File: src/logic/dbg_pin_pkg.sv
// Constants for the debug pin multiplexer and trace port block.
// Assumes a 32-bit APB register bus; offsets below are byte addresses.
package dbg_pin_pkg;

    // ==========================================================
    // Pin numbering inside the ten-bit pin vectors
    // ==========================================================
    localparam int unsigned NUM_PINS = 10;
    localparam int unsigned PIN_MODE_DATA = 0; // port_a_line_zero
    localparam int unsigned PIN_TCLK = 1; // port_a_line_one
    localparam int unsigned PIN_DATA_OUT = 2; // port_b_line_zero
    localparam int unsigned PIN_DATA_IN = 3; // port_b_line_one
    localparam int unsigned PIN_TRST = 4; // port_b_line_two
    localparam int unsigned PIN_TRACE_CLK = 5; // port_a_line_two
    localparam int unsigned PIN_TRACE_D0 = 6; // port_a_line_three .. six follow

    // ==========================================================
    // Register offsets
    // ==========================================================
    localparam logic [7:0] OFS_FUNC_SEL = 8'h00;
    localparam logic [7:0] OFS_IN_EN = 8'h04;
    localparam logic [7:0] OFS_OUT_EN = 8'h08;
    localparam logic [7:0] OFS_PULLUP = 8'h0c;
    localparam logic [7:0] OFS_PULLDOWN = 8'h10;
    localparam logic [7:0] OFS_CTRL = 8'h14;
    localparam logic [7:0] OFS_STATUS = 8'h18;
    localparam logic [7:0] OFS_GP_OUT = 8'h1c;
    localparam logic [7:0] OFS_GP_IN = 8'h20;

    // ==========================================================
    // Reset values of the pin setting registers, pull-down mask and function-select patterns
    // ==========================================================
    localparam logic [9:0] FUNC_SEL_RST = 10'h01f;
    localparam logic [9:0] IN_EN_RST = 10'h01b;
    localparam logic [9:0] OUT_EN_RST = 10'h005;
    localparam logic [9:0] PULLUP_RST = 10'h019;
    localparam logic [9:0] PULLDOWN_RST = 10'h002;
    localparam logic [9:0] PULLDOWN_MASK = 10'h002;
    localparam logic [9:0] DEBUG_FIVE = 10'h01f;
    localparam logic [9:0] SW_ONLY = 10'h003;
    localparam logic [9:0] SW_VIEWER = 10'h007;
    localparam logic [9:0] ALL_PINS = 10'h3ff;

    // ==========================================================
    // Control and status field positions
    // ==========================================================
    localparam int unsigned CTRL_VIEWER_EN = 0;
    localparam int unsigned CTRL_STBY_DRIVE = 1;
    localparam int unsigned CTRL_TRST_UNUSED = 2;
    localparam int unsigned STAT_HALTED = 4;
    localparam int unsigned STAT_EXT_RESET = 5;
    localparam int unsigned STAT_STOP = 6;

    // Pin usage configuration reported in status bits 2:0
    typedef enum logic [2:0] {
        USE_DISABLED = 3'b000,
        USE_JTAG_SW = 3'b001,
        USE_JTAG_SW_NO_TRST = 3'b010,
        USE_JTAG_TRACE = 3'b011,
        USE_SW = 3'b100,
        USE_SW_VIEWER = 3'b101,
        USE_CUSTOM = 3'b111
    } usage_t;

endpackage : dbg_pin_pkg

File: src/logic/dbg_pin_mux.sv
// Debug pin multiplexer with trace port and APB pin-setting registers.
// Assumes the debug port core and trace unit sit on pclk; pins arrive asynchronously.
`timescale 1ns/1ps

module dbg_pin_mux (
    input wire logic pclk, // System clock, 25 MHz
    input wire logic presetn, // Asynchronous reset, active low
    input wire logic clk_en, // Freezes all state while low
    input wire logic psel, // APB select
    input wire logic penable, // APB access phase
    input wire logic pwrite, // APB direction
    input wire logic [7:0] paddr, // APB byte address
    input wire logic [31:0] pwdata, // APB write data
    output logic [31:0] prdata, // APB read data
    output logic pready, // APB ready
    output logic pslverr, // APB error on unmapped address
    input wire logic [dbg_pin_pkg::NUM_PINS-1:0] pin_in, // Pin levels from pads
    output logic [dbg_pin_pkg::NUM_PINS-1:0] pin_out, // Pin drive values
    output logic [dbg_pin_pkg::NUM_PINS-1:0] pin_oe, // Pin drive enables
    output logic [dbg_pin_pkg::NUM_PINS-1:0] pin_pullup, // Pull-up enables
    output logic [dbg_pin_pkg::NUM_PINS-1:0] pin_pulldown, // Pull-down enables
    input wire logic ext_reset_n_pin, // External reset pin, active low
    input wire logic stop_mode, // Device in stop mode
    input wire logic core_halted, // Processor in debug halt
    input wire logic swdio_out, // Serial data from debug core
    input wire logic swdio_oe, // Serial data drive request
    input wire logic tdo_out, // Test data out from debug core
    input wire logic tdo_oe, // Test data out drive request
    input wire logic swv_out, // Viewer trace bit
    input wire logic trace_clk_src, // Trace clock from trace unit
    input wire logic [3:0] trace_data, // Trace data from trace unit
    output logic dbg_tms, // Synced mode-select / serial data in
    output logic dbg_tdi, // Synced test data in
    output logic dbg_trst_n, // Synced test reset, active low
    output logic dbg_tck_rise, // One-cycle pulse on test clock rise
    output logic dbg_tck_fall, // One-cycle pulse on test clock fall
    output logic ext_reset_held, // External reset pin active
    output logic wdt_run // Watchdog run enable
);
    import dbg_pin_pkg::*;

    // ==========================================================
    // Registers
    // ==========================================================
    logic [9:0] func_sel_ff, in_en_ff, out_en_ff, pullup_ff, pulldown_ff, gp_out_ff;
    logic [2:0] ctrl_ff;
    logic [31:0] prdata_ff;
    logic pready_ff, pslverr_ff;
    logic [10:0] sync1_ff, sync2_ff;
    logic tck_prev_ff;
    logic [9:0] pin_out_ff, pin_oe_ff, pin_pu_ff, pin_pd_ff;
    logic dbg_tms_ff, dbg_tdi_ff, dbg_trst_n_ff, dbg_tck_rise_ff, dbg_tck_fall_ff;
    logic ext_held_ff, wdt_run_ff;
    usage_t usage_ff;
    logic seen_ff;

    // ==========================================================
    // Bus decode
    // ==========================================================
    wire setup_ph = psel && !penable;
    wire wr_en = psel && penable && pready_ff && pwrite && !pslverr_ff;
    wire hit_fs = paddr == OFS_FUNC_SEL;
    wire hit_ie = paddr == OFS_IN_EN;
    wire hit_oe = paddr == OFS_OUT_EN;
    wire hit_pu = paddr == OFS_PULLUP;
    wire hit_pd = paddr == OFS_PULLDOWN;
    wire hit_ctrl = paddr == OFS_CTRL;
    wire hit_stat = paddr == OFS_STATUS;
    wire hit_gpo = paddr == OFS_GP_OUT;
    wire hit_gpi = paddr == OFS_GP_IN;
    wire hit_any = hit_fs | hit_ie | hit_oe | hit_pu | hit_pd | hit_ctrl | hit_stat | hit_gpo | hit_gpi;

    // Synchronised pins and state seen by the logic
    wire [9:0] pin_sync = sync2_ff[9:0];
    wire ext_held_w = !sync2_ff[10];
    wire [9:0] pin_seen = pin_sync & in_en_ff;
    wire viewer_en = ctrl_ff[CTRL_VIEWER_EN];
    wire stby_drive = ctrl_ff[CTRL_STBY_DRIVE];
    wire trst_unused = ctrl_ff[CTRL_TRST_UNUSED];
    wire [31:0] status_w = {25'h0, stop_mode, ext_held_ff, core_halted, 1'b0, usage_ff};

    // Read data selection
    wire [31:0] rd_word = hit_fs ? {22'h0, func_sel_ff} :
                          hit_ie ? {22'h0, in_en_ff} :
                          hit_oe ? {22'h0, out_en_ff} :
                          hit_pu ? {22'h0, pullup_ff} :
                          hit_pd ? {22'h0, pulldown_ff} :
                          hit_ctrl ? {29'h0, ctrl_ff} :
                          hit_stat ? status_w :
                          hit_gpo ? {22'h0, gp_out_ff} :
                          hit_gpi ? {22'h0, pin_seen} : 32'h0;

    // ==========================================================
    // Usage configuration decode
    // ==========================================================
    function automatic usage_t decode_usage(input logic [9:0] fs, input logic swv, input logic no_trst);
        usage_t u;
        u = USE_CUSTOM;
        if (fs == ALL_PINS) begin
            u = USE_JTAG_TRACE;
        end else if (fs == DEBUG_FIVE) begin
            u = no_trst ? USE_JTAG_SW_NO_TRST : USE_JTAG_SW;
        end else if (fs == SW_VIEWER && swv) begin
            u = USE_SW_VIEWER;
        end else if (fs == SW_ONLY) begin
            u = USE_SW;
        end else if (fs == 10'h000) begin
            u = USE_DISABLED;
        end
        return u;
    endfunction : decode_usage

    wire usage_t nxt_usage = decode_usage(func_sel_ff, viewer_en, trst_unused);

    // ==========================================================
    // Pin drive selection
    // ==========================================================
    wire port_drive_ok = !stop_mode || stby_drive;
    wire [9:0] gp_oe = out_en_ff & {10{port_drive_ok}};
    wire dbg_ok = !ext_held_w;
    // Shared data-out pin: viewer trace or test data out
    wire dout_val = viewer_en ? swv_out : tdo_out;
    wire dout_req = viewer_en || tdo_oe;
    wire [9:0] dbg_val = {trace_data, trace_clk_src, 1'b0, 1'b0, dout_val, 1'b0, swdio_out};
    // Debug drivers ignore the stop-mode gate; only the serial data, data-out and five trace pins drive
    wire [9:0] dbg_oe = out_en_ff & {5'h1f, 1'b0, 1'b0, dout_req && dbg_ok, 1'b0, swdio_oe && dbg_ok};
    wire [9:0] nxt_pin_out = (func_sel_ff & dbg_val) | (~func_sel_ff & gp_out_ff);
    wire [9:0] nxt_pin_oe = (func_sel_ff & dbg_oe) | (~func_sel_ff & gp_oe);
    wire [9:0] nxt_pin_pu = pullup_ff;
    wire [9:0] nxt_pin_pd = pulldown_ff & PULLDOWN_MASK;

    // Debug inputs to the core, idle while the pin is not a debug pin or reset is held
    wire tck_live = pin_seen[PIN_TCLK] && func_sel_ff[PIN_TCLK];
    wire nxt_tms = pin_seen[PIN_MODE_DATA] && func_sel_ff[PIN_MODE_DATA] && dbg_ok;
    wire nxt_tdi = pin_seen[PIN_DATA_IN] && func_sel_ff[PIN_DATA_IN] && dbg_ok;
    wire nxt_trst_n = trst_unused || (pin_seen[PIN_TRST] && func_sel_ff[PIN_TRST] && dbg_ok);
    wire nxt_tck_rise = tck_live && !tck_prev_ff && dbg_ok;
    wire nxt_tck_fall = !tck_live && tck_prev_ff && dbg_ok;

    // ==========================================================
    // APB slave
    // ==========================================================
    // Answer registered in the setup cycle, ready in the first access cycle
    always_ff @(posedge pclk or negedge presetn) begin
        if (!presetn) begin
            pready_ff <= 1'b0;
            pslverr_ff <= 1'b0;
            prdata_ff <= 32'h0;
        end else if (clk_en) begin
            pready_ff <= setup_ph;
            pslverr_ff <= setup_ph && !hit_any;
            if (setup_ph) begin
                prdata_ff <= pwrite ? 32'h0 : rd_word;
            end
        end
    end

    // Pin setting registers with documented reset values
    always_ff @(posedge pclk or negedge presetn) begin
        if (!presetn) begin
            func_sel_ff <= FUNC_SEL_RST;
            in_en_ff <= IN_EN_RST;
            out_en_ff <= OUT_EN_RST;
            pullup_ff <= PULLUP_RST;
            pulldown_ff <= PULLDOWN_RST;
        end else if (clk_en && wr_en) begin
            if (hit_fs) func_sel_ff <= pwdata[9:0];
            if (hit_ie) in_en_ff <= pwdata[9:0];
            if (hit_oe) out_en_ff <= pwdata[9:0];
            if (hit_pu) pullup_ff <= pwdata[9:0];
            if (hit_pd) pulldown_ff <= pwdata[9:0] & PULLDOWN_MASK;
        end
    end

    // Control and port data registers
    always_ff @(posedge pclk or negedge presetn) begin
        if (!presetn) begin
            ctrl_ff <= 3'h0;
            gp_out_ff <= 10'h000;
        end else if (clk_en && wr_en) begin
            if (hit_ctrl) ctrl_ff <= pwdata[2:0];
            if (hit_gpo) gp_out_ff <= pwdata[9:0];
        end
    end

    // ==========================================================
    // Pin synchronisers and test clock edge finder
    // ==========================================================
    always_ff @(posedge pclk or negedge presetn) begin
        if (!presetn) begin
            sync1_ff <= 11'h000;
            sync2_ff <= 11'h000;
            tck_prev_ff <= 1'b0;
        end else if (clk_en) begin
            sync1_ff <= {ext_reset_n_pin, pin_in};
            sync2_ff <= sync1_ff;
            tck_prev_ff <= tck_live;
        end
    end

    // ==========================================================
    // Output flops
    // ==========================================================
    always_ff @(posedge pclk or negedge presetn) begin
        if (!presetn) begin
            pin_out_ff <= 10'h000;
            pin_oe_ff <= 10'h000;
            pin_pu_ff <= PULLUP_RST;
            pin_pd_ff <= PULLDOWN_RST;
        end else if (clk_en) begin
            pin_out_ff <= nxt_pin_out;
            pin_oe_ff <= nxt_pin_oe;
            pin_pu_ff <= nxt_pin_pu;
            pin_pd_ff <= nxt_pin_pd;
        end
    end

    // Debug core side flops, watchdog gate and status
    always_ff @(posedge pclk or negedge presetn) begin
        if (!presetn) begin
            dbg_tms_ff <= 1'b0;
            dbg_tdi_ff <= 1'b0;
            dbg_trst_n_ff <= 1'b0;
            dbg_tck_rise_ff <= 1'b0;
            dbg_tck_fall_ff <= 1'b0;
            ext_held_ff <= 1'b1;
            wdt_run_ff <= 1'b1;
            usage_ff <= USE_JTAG_SW;
            seen_ff <= 1'b0;
        end else if (clk_en) begin
            dbg_tms_ff <= nxt_tms;
            dbg_tdi_ff <= nxt_tdi;
            dbg_trst_n_ff <= nxt_trst_n;
            dbg_tck_rise_ff <= nxt_tck_rise;
            dbg_tck_fall_ff <= nxt_tck_fall;
            ext_held_ff <= ext_held_w;
            wdt_run_ff <= !core_halted;
            usage_ff <= nxt_usage;
            seen_ff <= 1'b1;
        end
    end

    assign prdata = prdata_ff;
    assign pready = pready_ff;
    assign pslverr = pslverr_ff;
    assign pin_out = pin_out_ff;
    assign pin_oe = pin_oe_ff;
    assign pin_pullup = pin_pu_ff;
    assign pin_pulldown = pin_pd_ff;
    assign dbg_tms = dbg_tms_ff;
    assign dbg_tdi = dbg_tdi_ff;
    assign dbg_trst_n = dbg_trst_n_ff;
    assign dbg_tck_rise = dbg_tck_rise_ff;
    assign dbg_tck_fall = dbg_tck_fall_ff;
    assign ext_reset_held = ext_held_ff;
    assign wdt_run = wdt_run_ff;
endmodule : dbg_pin_mux

File: config.mk
export PLATFORM = sky130hd
export DESIGN_NAME = dbg_pin_mux
export DESIGN_NICKNAME = d
export VERILOG_FILES = /design/src/logic/dbg_pin_pkg.sv /design/src/logic/dbg_pin_mux.sv
export SDC_FILE = /design/constraint.sdc
export NUM_CORES = 1
export LEC_CHECK = 0
export ABC_AREA = 1
export BUFFER_PORTS_ARGS = -buffer_cell sky130_fd_sc_hd__buf_2
export CORE_MARGIN = 1.5
export CORE_UTILIZATION = 30
export CTS_CLUSTER_DIAMETER = 50
export DETAILED_ROUTE_END_ITERATION = 12
export SLEW_MARGIN = 40
export SYNTH_ARGS = -nofsm -noshare
export SYNTH_HDL_FRONTEND = slang
export SYNTH_SLANG_ARGS = --single-unit
export TNS_END_PERCENT = 5
File: constraint.sdc
create_clock -name pclk -period 1.5 [get_ports pclk]
set_input_delay 0.075 -clock pclk [delete_from_list [all_inputs] [get_ports pclk]]
set_output_delay 0.075 -clock pclk [all_outputs]
set_load 0.01 [all_outputs]
# Yosys cells after proc, flatten, opt, wreduce, memory -nomap -nowiden
# Cells that the tools add are included.
[classes] n_eq_ne=12 muxes=17 bitwise_logic=18 reduce_logical=42
[ops] cell="10-bit 2-to-1 mux" count=10
[ops] cell="10-bit bitwise AND" count=7
[ops] cell="8-bit by 5-bit == test with 1-bit output, second input constant" count=4
[ops] cell="1-bit logical AND" count=21
[ops] cell="10-bit bitwise OR" count=2
[ops] cell="8-bit by 4-bit == test with 1-bit output, second input constant" count=2
[ops] cell="2-bit AND reduction" count=8
[ops] cell="3-bit 2-to-1 mux" count=5
[ops] cell="10-bit == test, second input constant" count=1
[ops] cell="10-bit by 2-bit == test with 1-bit output, second input constant" count=1
[ops] cell="10-bit by 3-bit == test with 1-bit output, second input constant" count=1
[ops] cell="10-bit by 5-bit == test with 1-bit output, second input constant" count=1
[ops] cell="10-bit logical NOT" count=1
[ops] cell="10-bit inverter" count=1
[ops] cell="8-bit by 3-bit == test with 1-bit output, second input constant" count=1
[ops] cell="8-bit by 6-bit == test with 1-bit output, second input constant" count=1
[ops] cell="1-bit logical NOT" count=8
[ops] cell="8-bit logical NOT" count=1
[ops] cell="1-bit bitwise OR" count=8
[ops] cell="1-bit logical OR" count=3
[ops] cell="2-bit 2-to-1 mux" count=1
[ops] cell="1-bit 2-to-1 mux" count=1
[word_totals] reg_bits=152 input_bits=69

# Depth between registers and ports, before layout
# Gate-level depths: netlist of the first run.
[logic_depth] ltp_word=11 depth_mapped=12 ltp_nobuf=12

# Worst setup path before layout of the first run
# OpenSTA, ideal clock, no wires.
[synth_timing] path_kind="register -> register" start="register func_sel_ff[0]" end="register usage_ff[1]" t_arrival_ns=1.308 t_required_ns=1.381 setup_slack_ns=0.073 path_stages_with_launch=9 n_path_buf=0 path_cell_list="dfstp_2 -> nand2_1 -> inv_1 -> nand3_2 -> nor2_1 -> nand3_1 -> or2_0 -> a31oi_1 -> inv_1"
[synth_between] elab_chain_cells=6 elab_cells_between_ends=11
[synth_rtl] item="start: declaration" line="dbg_pin_mux.sv:45" source="logic [9:0] func_sel_ff, in_en_ff, out_en_ff, pullup_ff, pulldown_ff, gp_out_ff;"
[synth_rtl] item="start signal: assignment" line="dbg_pin_mux.sv:167" source="if (hit_fs) func_sel_ff <= pwdata[9:0];"
[synth_rtl] item="10-bit logical NOT" line="dbg_pin_mux.sv:107" source="end else if (fs == 10'h000) begin"
[synth_rtl] item="3-bit 2-to-1 mux" line="dbg_pin_mux.sv:107"
[synth_rtl] item="3-bit 2-to-1 mux" line="dbg_pin_mux.sv:105" source="end else if (fs == SW_ONLY) begin"
[synth_rtl] item="3-bit 2-to-1 mux" line="dbg_pin_mux.sv:103" source="end else if (fs == SW_VIEWER && swv) begin"
[synth_rtl] item="3-bit 2-to-1 mux" line="dbg_pin_mux.sv:101" source="end else if (fs == DEBUG_FIVE) begin"
[synth_rtl] item="3-bit 2-to-1 mux (*)" line="dbg_pin_mux.sv:99" source="if (fs == ALL_PINS) begin"
[synth_rtl] item="end signal: assignment" line="dbg_pin_mux.sv:238" source="usage_ff <= nxt_usage;"
[synth_rtl] item="end: declaration" line="dbg_pin_mux.sv:54" source="usage_t usage_ff;"
# Every way passes the cells marked *; elsewhere a longest branch is shown, timed or not.
# A chain may end at the register's enable or synchronous reset.

# Final worst setup path of the first run
[layout_timing] start="register func_sel_ff[6]" end="register usage_ff[1]"
# Same word-level chain as after synthesis.

==> impl_table.tex, run 1 <==
\begin{tabular}{lr}
\hline
Metric & Value \\
\hline
\multicolumn{2}{l}{\textbf{Clocking}} \\
\quad Clk Latency, worst-skew pair & around 420 ps \\
\quad Maximum level of the CTS H-tree & 4 \\
\quad Clock buffer count from CTS & 17 \\
\quad Cell at the root of the clock tree & clkbuf\_16 \\
\quad TritonCTS Sinks & 130 \\
\quad Longest Clk Path Bufs & 2 \\
\quad Clock tree from TritonCTS & done \\
\quad Clock transition at the register clock pins on the worst setup and hold paths after CTS & 60 ps \\
\multicolumn{2}{l}{\textbf{Timing}} \\
\quad Period utilisation layout & 97.2\% \\
\quad Min Tclk post-route & between 1000 and 1500 ps \\
\quad Setup TNS & 0 ps \\
\quad Final Slew Violations & 0 \\
\quad Endpoints failing setup & 0 \\
\quad Crit path setup slack, layout & 42.4 ps \\
\quad Hold violation total from the final report & 0 \\
\quad Setup clock skew after layout & 6.88 ps \\
\quad Highest clock frequency the design can meet & 686 MHz \\
\quad Unrepaired setup endpoints after global routing & true \\
\multicolumn{2}{l}{\textbf{Route}} \\
\quad Vias per inst & around 4.6 \\
\quad Routed length per instance & 14.6 µm \\
\quad First-pass iteration count of the detailed router & 5 \\
\quad Via Count & 5244 \\
\quad Antenna viol nets, final & 0 \\
\quad Wire length after detailed routing & 16.8 mm \\
\quad Drt initial violations & between 400 and 500 \\
\quad DRC violation count after routing & 0 \\
\multicolumn{2}{l}{\textbf{Floorplan}} \\
\quad Count of standard-cell rows & 51 \\
\quad Die Width & 145 µm \\
\quad Die footprint & 21000 µm² \\
\quad I/O pin count & 150 \\
\quad Initial Utilization & between 30\% and 40\% \\
\quad Die H & 145 µm \\
\quad Core Box Area & 19600 µm² \\
\multicolumn{2}{l}{\textbf{Final layout}} \\
\quad Share of cells above drive strength 1 & 23.8\% \\
\quad Non-filler cells in the finished layout & $\sim$1100 \\
\quad Relative area change from synthesis to final layout & 28.4\% \\
\quad Number of antenna cells inserted & 0 \\
\quad Final design utilization & between 30 and 40\% \\
\quad Area of combinational cells with multiple inputs & roughly 2400 µm² \\
\quad Nets & between 900 and 1000 \\
\quad Filler instances & $\sim$2000 \\
\quad Area of all sequential standard cells & between 3000 and 4000 µm² \\
\multicolumn{2}{l}{\textbf{Synth}} \\
\quad \#FFs+latches synth & 130 \\
\quad Synth async-reset ratio & 100\% \\
\quad Most common cell in the netlist & nand2\_1 \\
\quad Cell area after synthesis & 6050 µm² \\
\quad Seq/Total Area, Yosys & a little over half \\
\quad Biggest area contributors in the synthesized netlist & dfrtp\_1 45\%, nand2\_1 17\%, dfstp\_2 9.6\% \\
\quad Number of cells produced by synthesis & approximately 730 \\
\quad Avg Synthesized Cell Area & roughly 8.3 µm² \\
\quad Count of cell types in the netlist & 33 \\
\quad Number of flops mapped to enable cells by yosys & 0 \\
\quad Flip-flop cell with the highest count after synthesis & dfrtp\_1 \\
\quad Post-synth top area share & 44.7\% \\
\quad Synth warnings & 0 \\
\quad Yosys top cell by area & dfrtp\_1 \\
\quad Synth top cells by count & 271 x nand2\_1, 108 x dfrtp\_1, 54 x o21ai\_1 \\
\multicolumn{2}{l}{\textbf{Power}} \\
\quad Power spent charging and discharging nets & 1900 µW \\
\quad Clock group share of total power & 49.8\% \\
\quad Internal power & 6410 µW \\
\quad Portion of total power attributed to combinational logic & 6.2\% \\
\quad Total power density per cell area & 1070 nW/µm² \\
\quad Peak ir drop on the vdd network & 0.000624 V \\
\quad Switching power as a share of total power & 22.8\% \\
\quad Design Power & 8300 µW \\
\quad Part of the total power dissipated in sequential elements & between 40 and 50\% \\
\quad Leakage power & 0.00390 µW \\
\multicolumn{2}{l}{\textbf{Critical path}} \\
\quad Worst Path Arrival & around 1800 ps \\
\quad Worst Setup SP & func\_sel\_ff[6]\$\_DFFE\_PN0P\_ \\
\quad Flop-to-flop setup slack & between 40 and 50 ps \\
\quad Terminus of the critical flop-to-flop path & usage\_ff[1]\$\_DFFE\_PN0P\_ \\
\quad Kind of end point of the critical path & flop \\
\quad Worst-path fanout max & 2 \\
\quad Launch point of the worst reg-to-reg path & func\_sel\_ff[6]\$\_DFFE\_PN0P\_ \\
\quad Required time of the worst setup path & 1810 ps \\
\quad Element type at the critical path start & flop \\
\quad Depth of the most critical reg-to-reg path & 8 \\
\quad Type of the worst setup path & flop to flop \\
\multicolumn{2}{l}{\textbf{Outcome}} \\
\quad Outcome & finished, final reports clean \\
\multicolumn{2}{l}{\textbf{Worst hold path}} \\
\quad Worst Hold Depth & 3 \\
\quad Classification of the worst-slack hold path & input port to flop \\
\quad Hold path endpoint & gp\_out\_ff[6]\$\_DFFE\_PN0P\_ \\
\quad Hold path startpoint & pwdata[6] \\
\multicolumn{2}{l}{\textbf{Placement}} \\
\quad HPWL after DPL & 12.3 mm \\
\quad Pre-CTS worst setup slack & between 30 and 40 ps \\
\quad Final weighted congestion of routability-driven global placement & 0.890 \\
\quad Count of port buffers added during placement & 96 \\
\quad Cell count after placement & 1092 \\
\multicolumn{2}{l}{\textbf{Global route}} \\
\quad Final global-route overflow total & 0 \\
\quad Number of global-route vias before repair & 5001 \\
\quad Wire length of the first global-routing pass & 27.3 mm \\
\quad Pin count of the biggest net entering global routing & 71 \\
\quad Overall track demand over capacity in global routing & 16.6\% \\
\quad Initial antenna violation count & 0 \\
\multicolumn{2}{l}{\textbf{Flow run}} \\
\quad Max Cap Violations & 0 \\
\hline
\end{tabular}
## worst max-delay path: stages (launching register included)
cell and delay, ps:
dfrtp_1 370, nor2_1 130, nand2_2 100, nor2_4 110, nand3_2 80, nor4_2 250, nor2_1 70, a31oi_1 180
inv_1 50
## routing by layer
| metal | up-vias | track usage, % | share of wire (%) |
|---|---|---|---|
| li1 | 2595 | - | - |
| met1 | 2444 | 24.1 | 49 |
| met2 | 183 | 23.2 | 42 |
| met3 | 22 | 4.50 | 6.9 |
| met4 | 0 | 6.24 | 1.9 |
| met5 | - | 0 | 0 |
## layout make-up
type	instances	share of cell area (%)
repair buffers	148	13.1
multi-input cells	519	30.3
flip-flops and latches	130	42.2
well taps	265	4.27
clock inverters	12	1.80
clock buffers	20	5.75
inverters	53	2.56
## worst max-delay path by stage
stage                         endpoint  slack, ps  cells past startpoint
6_report       usage_ff[1]$_DFFE_PN0P_         40                      8
3_3_place_gp   usage_ff[1]$_DFFE_PN0P_         30                      8
2_1_floorplan  usage_ff[1]$_DFFE_PN0P_         70                      8
5_1_grt        usage_ff[1]$_DFFE_PN0P_        -80                      8
3_5_place_dp   usage_ff[1]$_DFFE_PN0P_         40                      8
4_1_cts        usage_ff[1]$_DFFE_PN0P_         10                      8
## cell families (layout without fill, tap and decap cells)
group,Yosys count,after routing,share of synthesized area [%]
AOI/OAI and AO/OA,141,141,12.3
and+or+nand+nor,347,347,24.0
DFF,130,130,54.2
buffers and inverters,113,233,9.47
other,1,31,0.0620
## flip-flops by register name (all words and copies together) (netlist names), 3 cells and up
| register | cells |
|---|---|
| ctrl_ff | 3 |
| func_sel_ff | 10 |
| gp_out_ff | 10 |
| in_en_ff | 10 |
| nxt_pin_pu | 10 |
| out_en_ff | 10 |
| pin_oe | 10 |
| pin_out | 10 |
| pin_pullup | 10 |
| prdata | 10 |
| sync1_ff | 11 |
| sync2_ff | 11 |
| usage_ff | 3 |
## stage by stage
stage,hold slack [ps],instance area [µm²]
2_1_floorplan,-221,6160
3_3_place_gp,34.4,6880
3_5_place_dp,35.2,6880
6_report,6.37,7770
5_1_grt,32.2,7770
4_1_cts,13.5,7680
## cell usage in the layout (no fill, tap or decap), types with 4 or more instances in the layout
master         Yosys  routed
dfstp_2           22      22
buf_2             14      95
buf_6              1       5
clkbuf_16          0      17
clkinv_2           0       7
nor2_1            25      22
o21ai_0           41      40
nand2_1          271     268
conb_1             1      31
inv_2              4       6
nand3_1           15      13
dfrtp_1          108     108
dlygate4sd3_1      0      21
nor2_4             2       4
nor2_2             4       5
o31ai_1            4       4
nand2_2            3       6
nand4_1           15      15
buf_4             33      21
a21oi_1           31      31
o21ai_1           54      55
buf_12             0       5
inv_1             49      47
nand3_2            2       4
## what timing repair did
action	CTS	global route
endpoints found under the setup margin	0	55
hold buffers	21	0
hold endpoints to repair	129	0
gates resized for setup	0	23
buffers inserted	0	2
## power by group through the flow
| stage | clock network (µW) | registers (µW) | logic (µW) |
|---|---|---|---|
| detailed placement | 0 | 3710 | 482 |
| floorplan | 0 | 3700 | 277 |
| CTS | 4200 | 3650 | 525 |
| finish | 4130 | 3660 | 514 |
| global route | 4370 | 3660 | 585 |
| global placement | 0 | 3710 | 478 |
Power figures use the tool's default switching activity.
==> inputs of run 2 (changes only) <==
--- a/config.mk
+++ b/config.mk
@@ -5,7 +5,7 @@
 export SDC_FILE = /design/constraint.sdc
 export NUM_CORES = 1
 export LEC_CHECK = 0
-export ABC_AREA = 1
+export ABC_AREA = 0
 export BUFFER_PORTS_ARGS = -buffer_cell sky130_fd_sc_hd__buf_2
 export CORE_MARGIN = 1.5
 export CORE_UTILIZATION = 30
==> run 2 against run 1 <==
  * Non-clock buffer count grew 38
  * Worst setup slack got worse by 190 ps
  * Final cell count decreased by 10%
  * Clock-buffer cell count rose by 1
  * Largest power group unchanged
  * Global-route usage up 0.64 points
  * First-iteration DRC count fell by 14%
  * Critical endpoint is now func_sel_ff[5]$_DFFE_PN0P_
  * Routed wire length up 10%
  * Via count is 3.8% lower
  * Fmax is 12% lower
  * The flow now finishes with violations (setup timing)
  * Critical path type unchanged
  * Sequential share of layout area shrank 4.1 points
  * Utilization rose by 1.3 points
==> impl_table.tex, run 2 <==
\begin{tabular}{lr}
\hline
Metric & Value \\
\hline
\multicolumn{2}{l}{\textbf{Final layout}} \\
\quad Share of cells above drive strength 1 & 43.0\% (+19 points) \\
\quad Most frequent standard cell in the layout excluding fill and tap cells & dfrtp\_1 \\
\quad Commonest cells after routing, fill and taps aside & 108 x dfrtp\_1, 94 x buf\_2, 67 x mux2\_2 \\
\quad Nets & 809 (-14\%) \\
\quad Area of all sequential standard cells & 3280 µm² (unchanged) \\
\quad Relative area change from synthesis to final layout & 33.9\% \\
\quad Non-filler cells in the finished layout & 1028 (-10\%) \\
\quad Area of combinational cells with multiple inputs & 2940 µm² (+25\%) \\
\quad Registers with the highest flip-flop counts & sync1\_ff: 11 flops, sync2\_ff: 11 flops \\
\quad Number of antenna cells inserted & 0 (unchanged) \\
\quad Final design utilization & 41.0\% (+1.3 points) \\
\quad Filler instances & 2056 (+0.39\%) \\
\multicolumn{2}{l}{\textbf{Synth}} \\
\quad Yosys top cell by area & dfrtp\_1 \\
\quad Number of flops mapped to enable cells by yosys & 0 (unchanged) \\
\quad Flip-flop cell with the highest count after synthesis & dfrtp\_1 \\
\quad Avg Synthesized Cell Area & 11.3 µm² (+37\%) \\
\quad Synth async-reset ratio & 100\% (unchanged) \\
\quad Post-synth top area share & 42.0\% (-2.7 points) \\
\quad Biggest area contributors in the synthesized netlist & dfrtp\_1 42\%, mux2\_2 16\%, dfstp\_2 9.0\% \\
\quad Seq/Total Area, Yosys & 51.0\% (-3.2 points) \\
\quad Cell area after synthesis & 6430 µm² (+6.3\%) \\
\quad Number of cells produced by synthesis & 567 (-23\%) \\
\quad Synth warnings & 0 (unchanged) \\
\quad Count of cell types in the netlist & 57 (+73\%) \\
\quad \#FFs+latches synth & 130 (unchanged) \\
\quad Most common cell in the netlist & dfrtp\_1 \\
\quad Synth top cells by count & 108 x dfrtp\_1, 90 x mux2\_2, 31 x buf\_4, 31 x o21ai\_0, 28 x nand2\_1 \\
\multicolumn{2}{l}{\textbf{Timing}} \\
\quad Setup clock skew after layout & 6.77 ps (-0.116 ps) \\
\quad Period utilisation layout & 110\% (+13 points) \\
\quad Relative max-transition margin & 53.5\% \\
\quad Least-Margin Pin Slew & 698 ps \\
\quad Hold violation total from the final report & 0 (unchanged) \\
\quad Unrepaired setup endpoints after global routing & true \\
\quad Min Tclk post-route & 1650 ps (+191 ps) \\
\quad Hold slack & 14.2 ps (+7.83 ps) \\
\quad Final Slew Violations & 0 (unchanged) \\
\quad Crit path setup slack, layout & -148 ps (-191 ps) \\
\quad Endpoints failing setup & 51 (+51) \\
\quad Highest clock frequency the design can meet & 607 MHz (-12\%) \\
\multicolumn{2}{l}{\textbf{Route}} \\
\quad Vias per inst & 4.91 (+7.3\%) \\
\quad Antenna viol nets, final & 0 (unchanged) \\
\quad Wire length after detailed routing & 18.5 mm (+10\%) \\
\quad Routed length per instance & 18.0 µm (+23\%) \\
\quad First-pass iteration count of the detailed router & 4 (-1) \\
\quad DRC violation count after routing & 0 (unchanged) \\
\quad Drt initial violations & 357 (-14\%) \\
\quad Via Count & 5045 (-3.8\%) \\
\multicolumn{2}{l}{\textbf{Placement}} \\
\quad Cell count after placement & 966 (-12\%) \\
\quad Count of port buffers added during placement & 96 (unchanged) \\
\quad Pre-CTS worst setup slack & -168 ps (-206 ps) \\
\quad HPWL after DPL & 13.6 mm (+10\%) \\
\quad Final weighted congestion of routability-driven global placement & 0.865 (-2.8\%) \\
\multicolumn{2}{l}{\textbf{Worst hold path}} \\
\quad Classification of the worst-slack hold path & input port to flop \\
\multicolumn{2}{l}{\textbf{Floorplan}} \\
\quad I/O pin count & 150 (unchanged) \\
\quad Die Width & 149 µm (+3.0\%) \\
\quad Core Box Area & 21000 µm² (+7.3\%) \\
\quad Count of standard-cell rows & 53 (+3.9\%) \\
\quad Initial Utilization & 30.6\% (-0.29 points) \\
\quad Die footprint & 22300 µm² (+6.2\%) \\
\quad Die H & 149 µm (+3.0\%) \\
\multicolumn{2}{l}{\textbf{Clocking}} \\
\quad Cell at the root of the clock tree & clkbuf\_16 \\
\quad Clock tree from TritonCTS & done \\
\quad Maximum level of the CTS H-tree & 4 (unchanged) \\
\quad Clock buffer count from CTS & 17 (unchanged) \\
\quad Clk Latency, worst-skew pair & 420 ps (about the same) \\
\quad Longest Clk Path Bufs & 2 (unchanged) \\
\quad Clock transition at the register clock pins on the worst setup and hold paths after CTS & 60 ps (about the same) \\
\quad TritonCTS Sinks & 130 (unchanged) \\
\multicolumn{2}{l}{\textbf{Critical path}} \\
\quad Cell breakdown of the critical path & nor3\_4, nand3\_4, buf\_6, nor2\_4, buf\_12, mux2\_4 \\
\quad Slowest cell on the critical path & dfrtp\_1 \\
\quad Worst-path fanout max & 5 (+3) \\
\quad Delay of the slowest cell on the worst path & 410 ps (+40 ps) \\
\quad Required time of the worst setup path & 1800 ps (about the same) \\
\quad Element type at the critical path start & flop \\
\quad Worst Path Arrival & 1950 ps (+180 ps) \\
\quad Kind of end point of the critical path & flop \\
\quad Type of the worst setup path & flop to flop \\
\multicolumn{2}{l}{\textbf{Power}} \\
\quad Peak ir drop on the vdd network & 0.000841 V (+35\%) \\
\quad Design Power & 8740 µW (+5.3\%) \\
\quad Leakage power & 0.00402 µW (+3.1\%) \\
\quad Total power density per cell area & 1010 nW/µm² (-5.0\%) \\
\multicolumn{2}{l}{\textbf{Global route}} \\
\quad Overall track demand over capacity in global routing & 17.2\% (+0.64 points) \\
\quad Wire length of the first global-routing pass & 28.4 mm (+4.2\%) \\
\quad Initial antenna violation count & 0 (unchanged) \\
\quad Number of global-route vias before repair & 4922 (-1.6\%) \\
\quad Final global-route overflow total & 0 (unchanged) \\
\quad Pin count of the biggest net entering global routing & 62 (-13\%) \\
\multicolumn{2}{l}{\textbf{Flow run}} \\
\quad Max Cap Violations & 0 (unchanged) \\
\multicolumn{2}{l}{\textbf{Outcome}} \\
\quad Violations in the final reports & setup timing \\
\quad Outcome & complete, but fails checks \\
\hline
\end{tabular}
run 2: changes by cell type in the layout (fill, tap and decap cells not counted), moves of 8 or more:
cell      before  now
a21oi_1       31   20
buf_4         21   55
inv_1         47   22
mux2_2         0   67
mux2_4         0   23
mux2i_1        0   13
nand2_1      268   28
nand2b_1       0    8
nand4_1       15    7
nor2b_1        0    8
o21ai_0       40   31
o21ai_1       55    0
run 2: final cells by class:
cell class,count,area share (%)
well taps,275,4.00
inverters,24,1.05
clock inverters,11,1.57
multi-input cells,381,34.1
clock buffers,21,5.46
flip-flops and latches,130,38.1
repair buffers,186,15.7
run 2: final timing paths:
path | end | cells past startpoint | slack, ps | startpoint
max reg2reg | func_sel_ff[5]$_DFFE_PN0P_ | 6 | -150 | pslverr$_DFFE_PN0P_
min reg2reg | sync1_ff[6]$_DFFE_PN0P_ | 1 | 500 | sync1_ff[6]$_DFFE_PN0P_
min in group asynchronous | sync1_ff[8]$_DFFE_PN0P_ | 2 | 70 | presetn
max in group asynchronous | func_sel_ff[1]$_DFFE_PN1P_ | 3 | 860 | presetn
min | wdt_run$_DFFE_PN1P_ | 3 | 10 | core_halted
max | func_sel_ff[5]$_DFFE_PN0P_ | 6 | -150 | pslverr$_DFFE_PN0P_
run 2: cells by family (layout without fill, tap and decap cells):
logic type | after synthesis | count (layout) | synth area share, %
flip-flops | 130 | 130 | 51.0
XOR/XNOR | 1 | 1 | 0.136
buffers and inverters | 86 | 242 | 7.01
AO/OA/AOI/OAI | 117 | 117 | 12.0
multiplexers | 103 | 103 | 17.8
other | 1 | 31 | 0.0583
AND/OR/NAND/NOR | 129 | 129 | 12.0
run 2: metal layers:
metal,track usage (%),share of wire [%]
met1,21.3,43
met2,29.1,51
met3,4.68,4.9
met4,5.10,1.6
met5,0,0
run 2: critical path, delay by kind of cell, from the launching register on:
family / cells / cell delay [ps]
DFF: 1 / 410
muxes: 1 / 290
and+or+nand+nor: 3 / 530
buffers and inverters: 2 / 290
run 2: through the flow:
stage / TNS (ps) / instance area (µm²)
2_1_floorplan: -3660 / 6550
3_3_place_gp: -4110 / 7570
3_5_place_dp: -6340 / 7570
4_1_cts: -3960 / 8450
5_1_grt: -6070 / 8610
6_report: -3700 / 8610
run 2: report_power, final:
group / total [µW] / switching (µW) / internal, µW
Combinational: 769 / 429 / 341
Clock: 4250 / 1530 / 2720
Sequential: 3720 / 91.8 / 3630
Total: 8740 / 2050 / 6690
run 2: what timing repair did:
action                                 in CTS  in global routing
pin swaps                                   2                  5
gates cloned                                0                  1
gates resized for setup                     6                 27
setup endpoints to repair                  56                 57
hold buffers                               26                  0
endpoints found under the hold margin     166                  0
buffers inserted                            0                  3
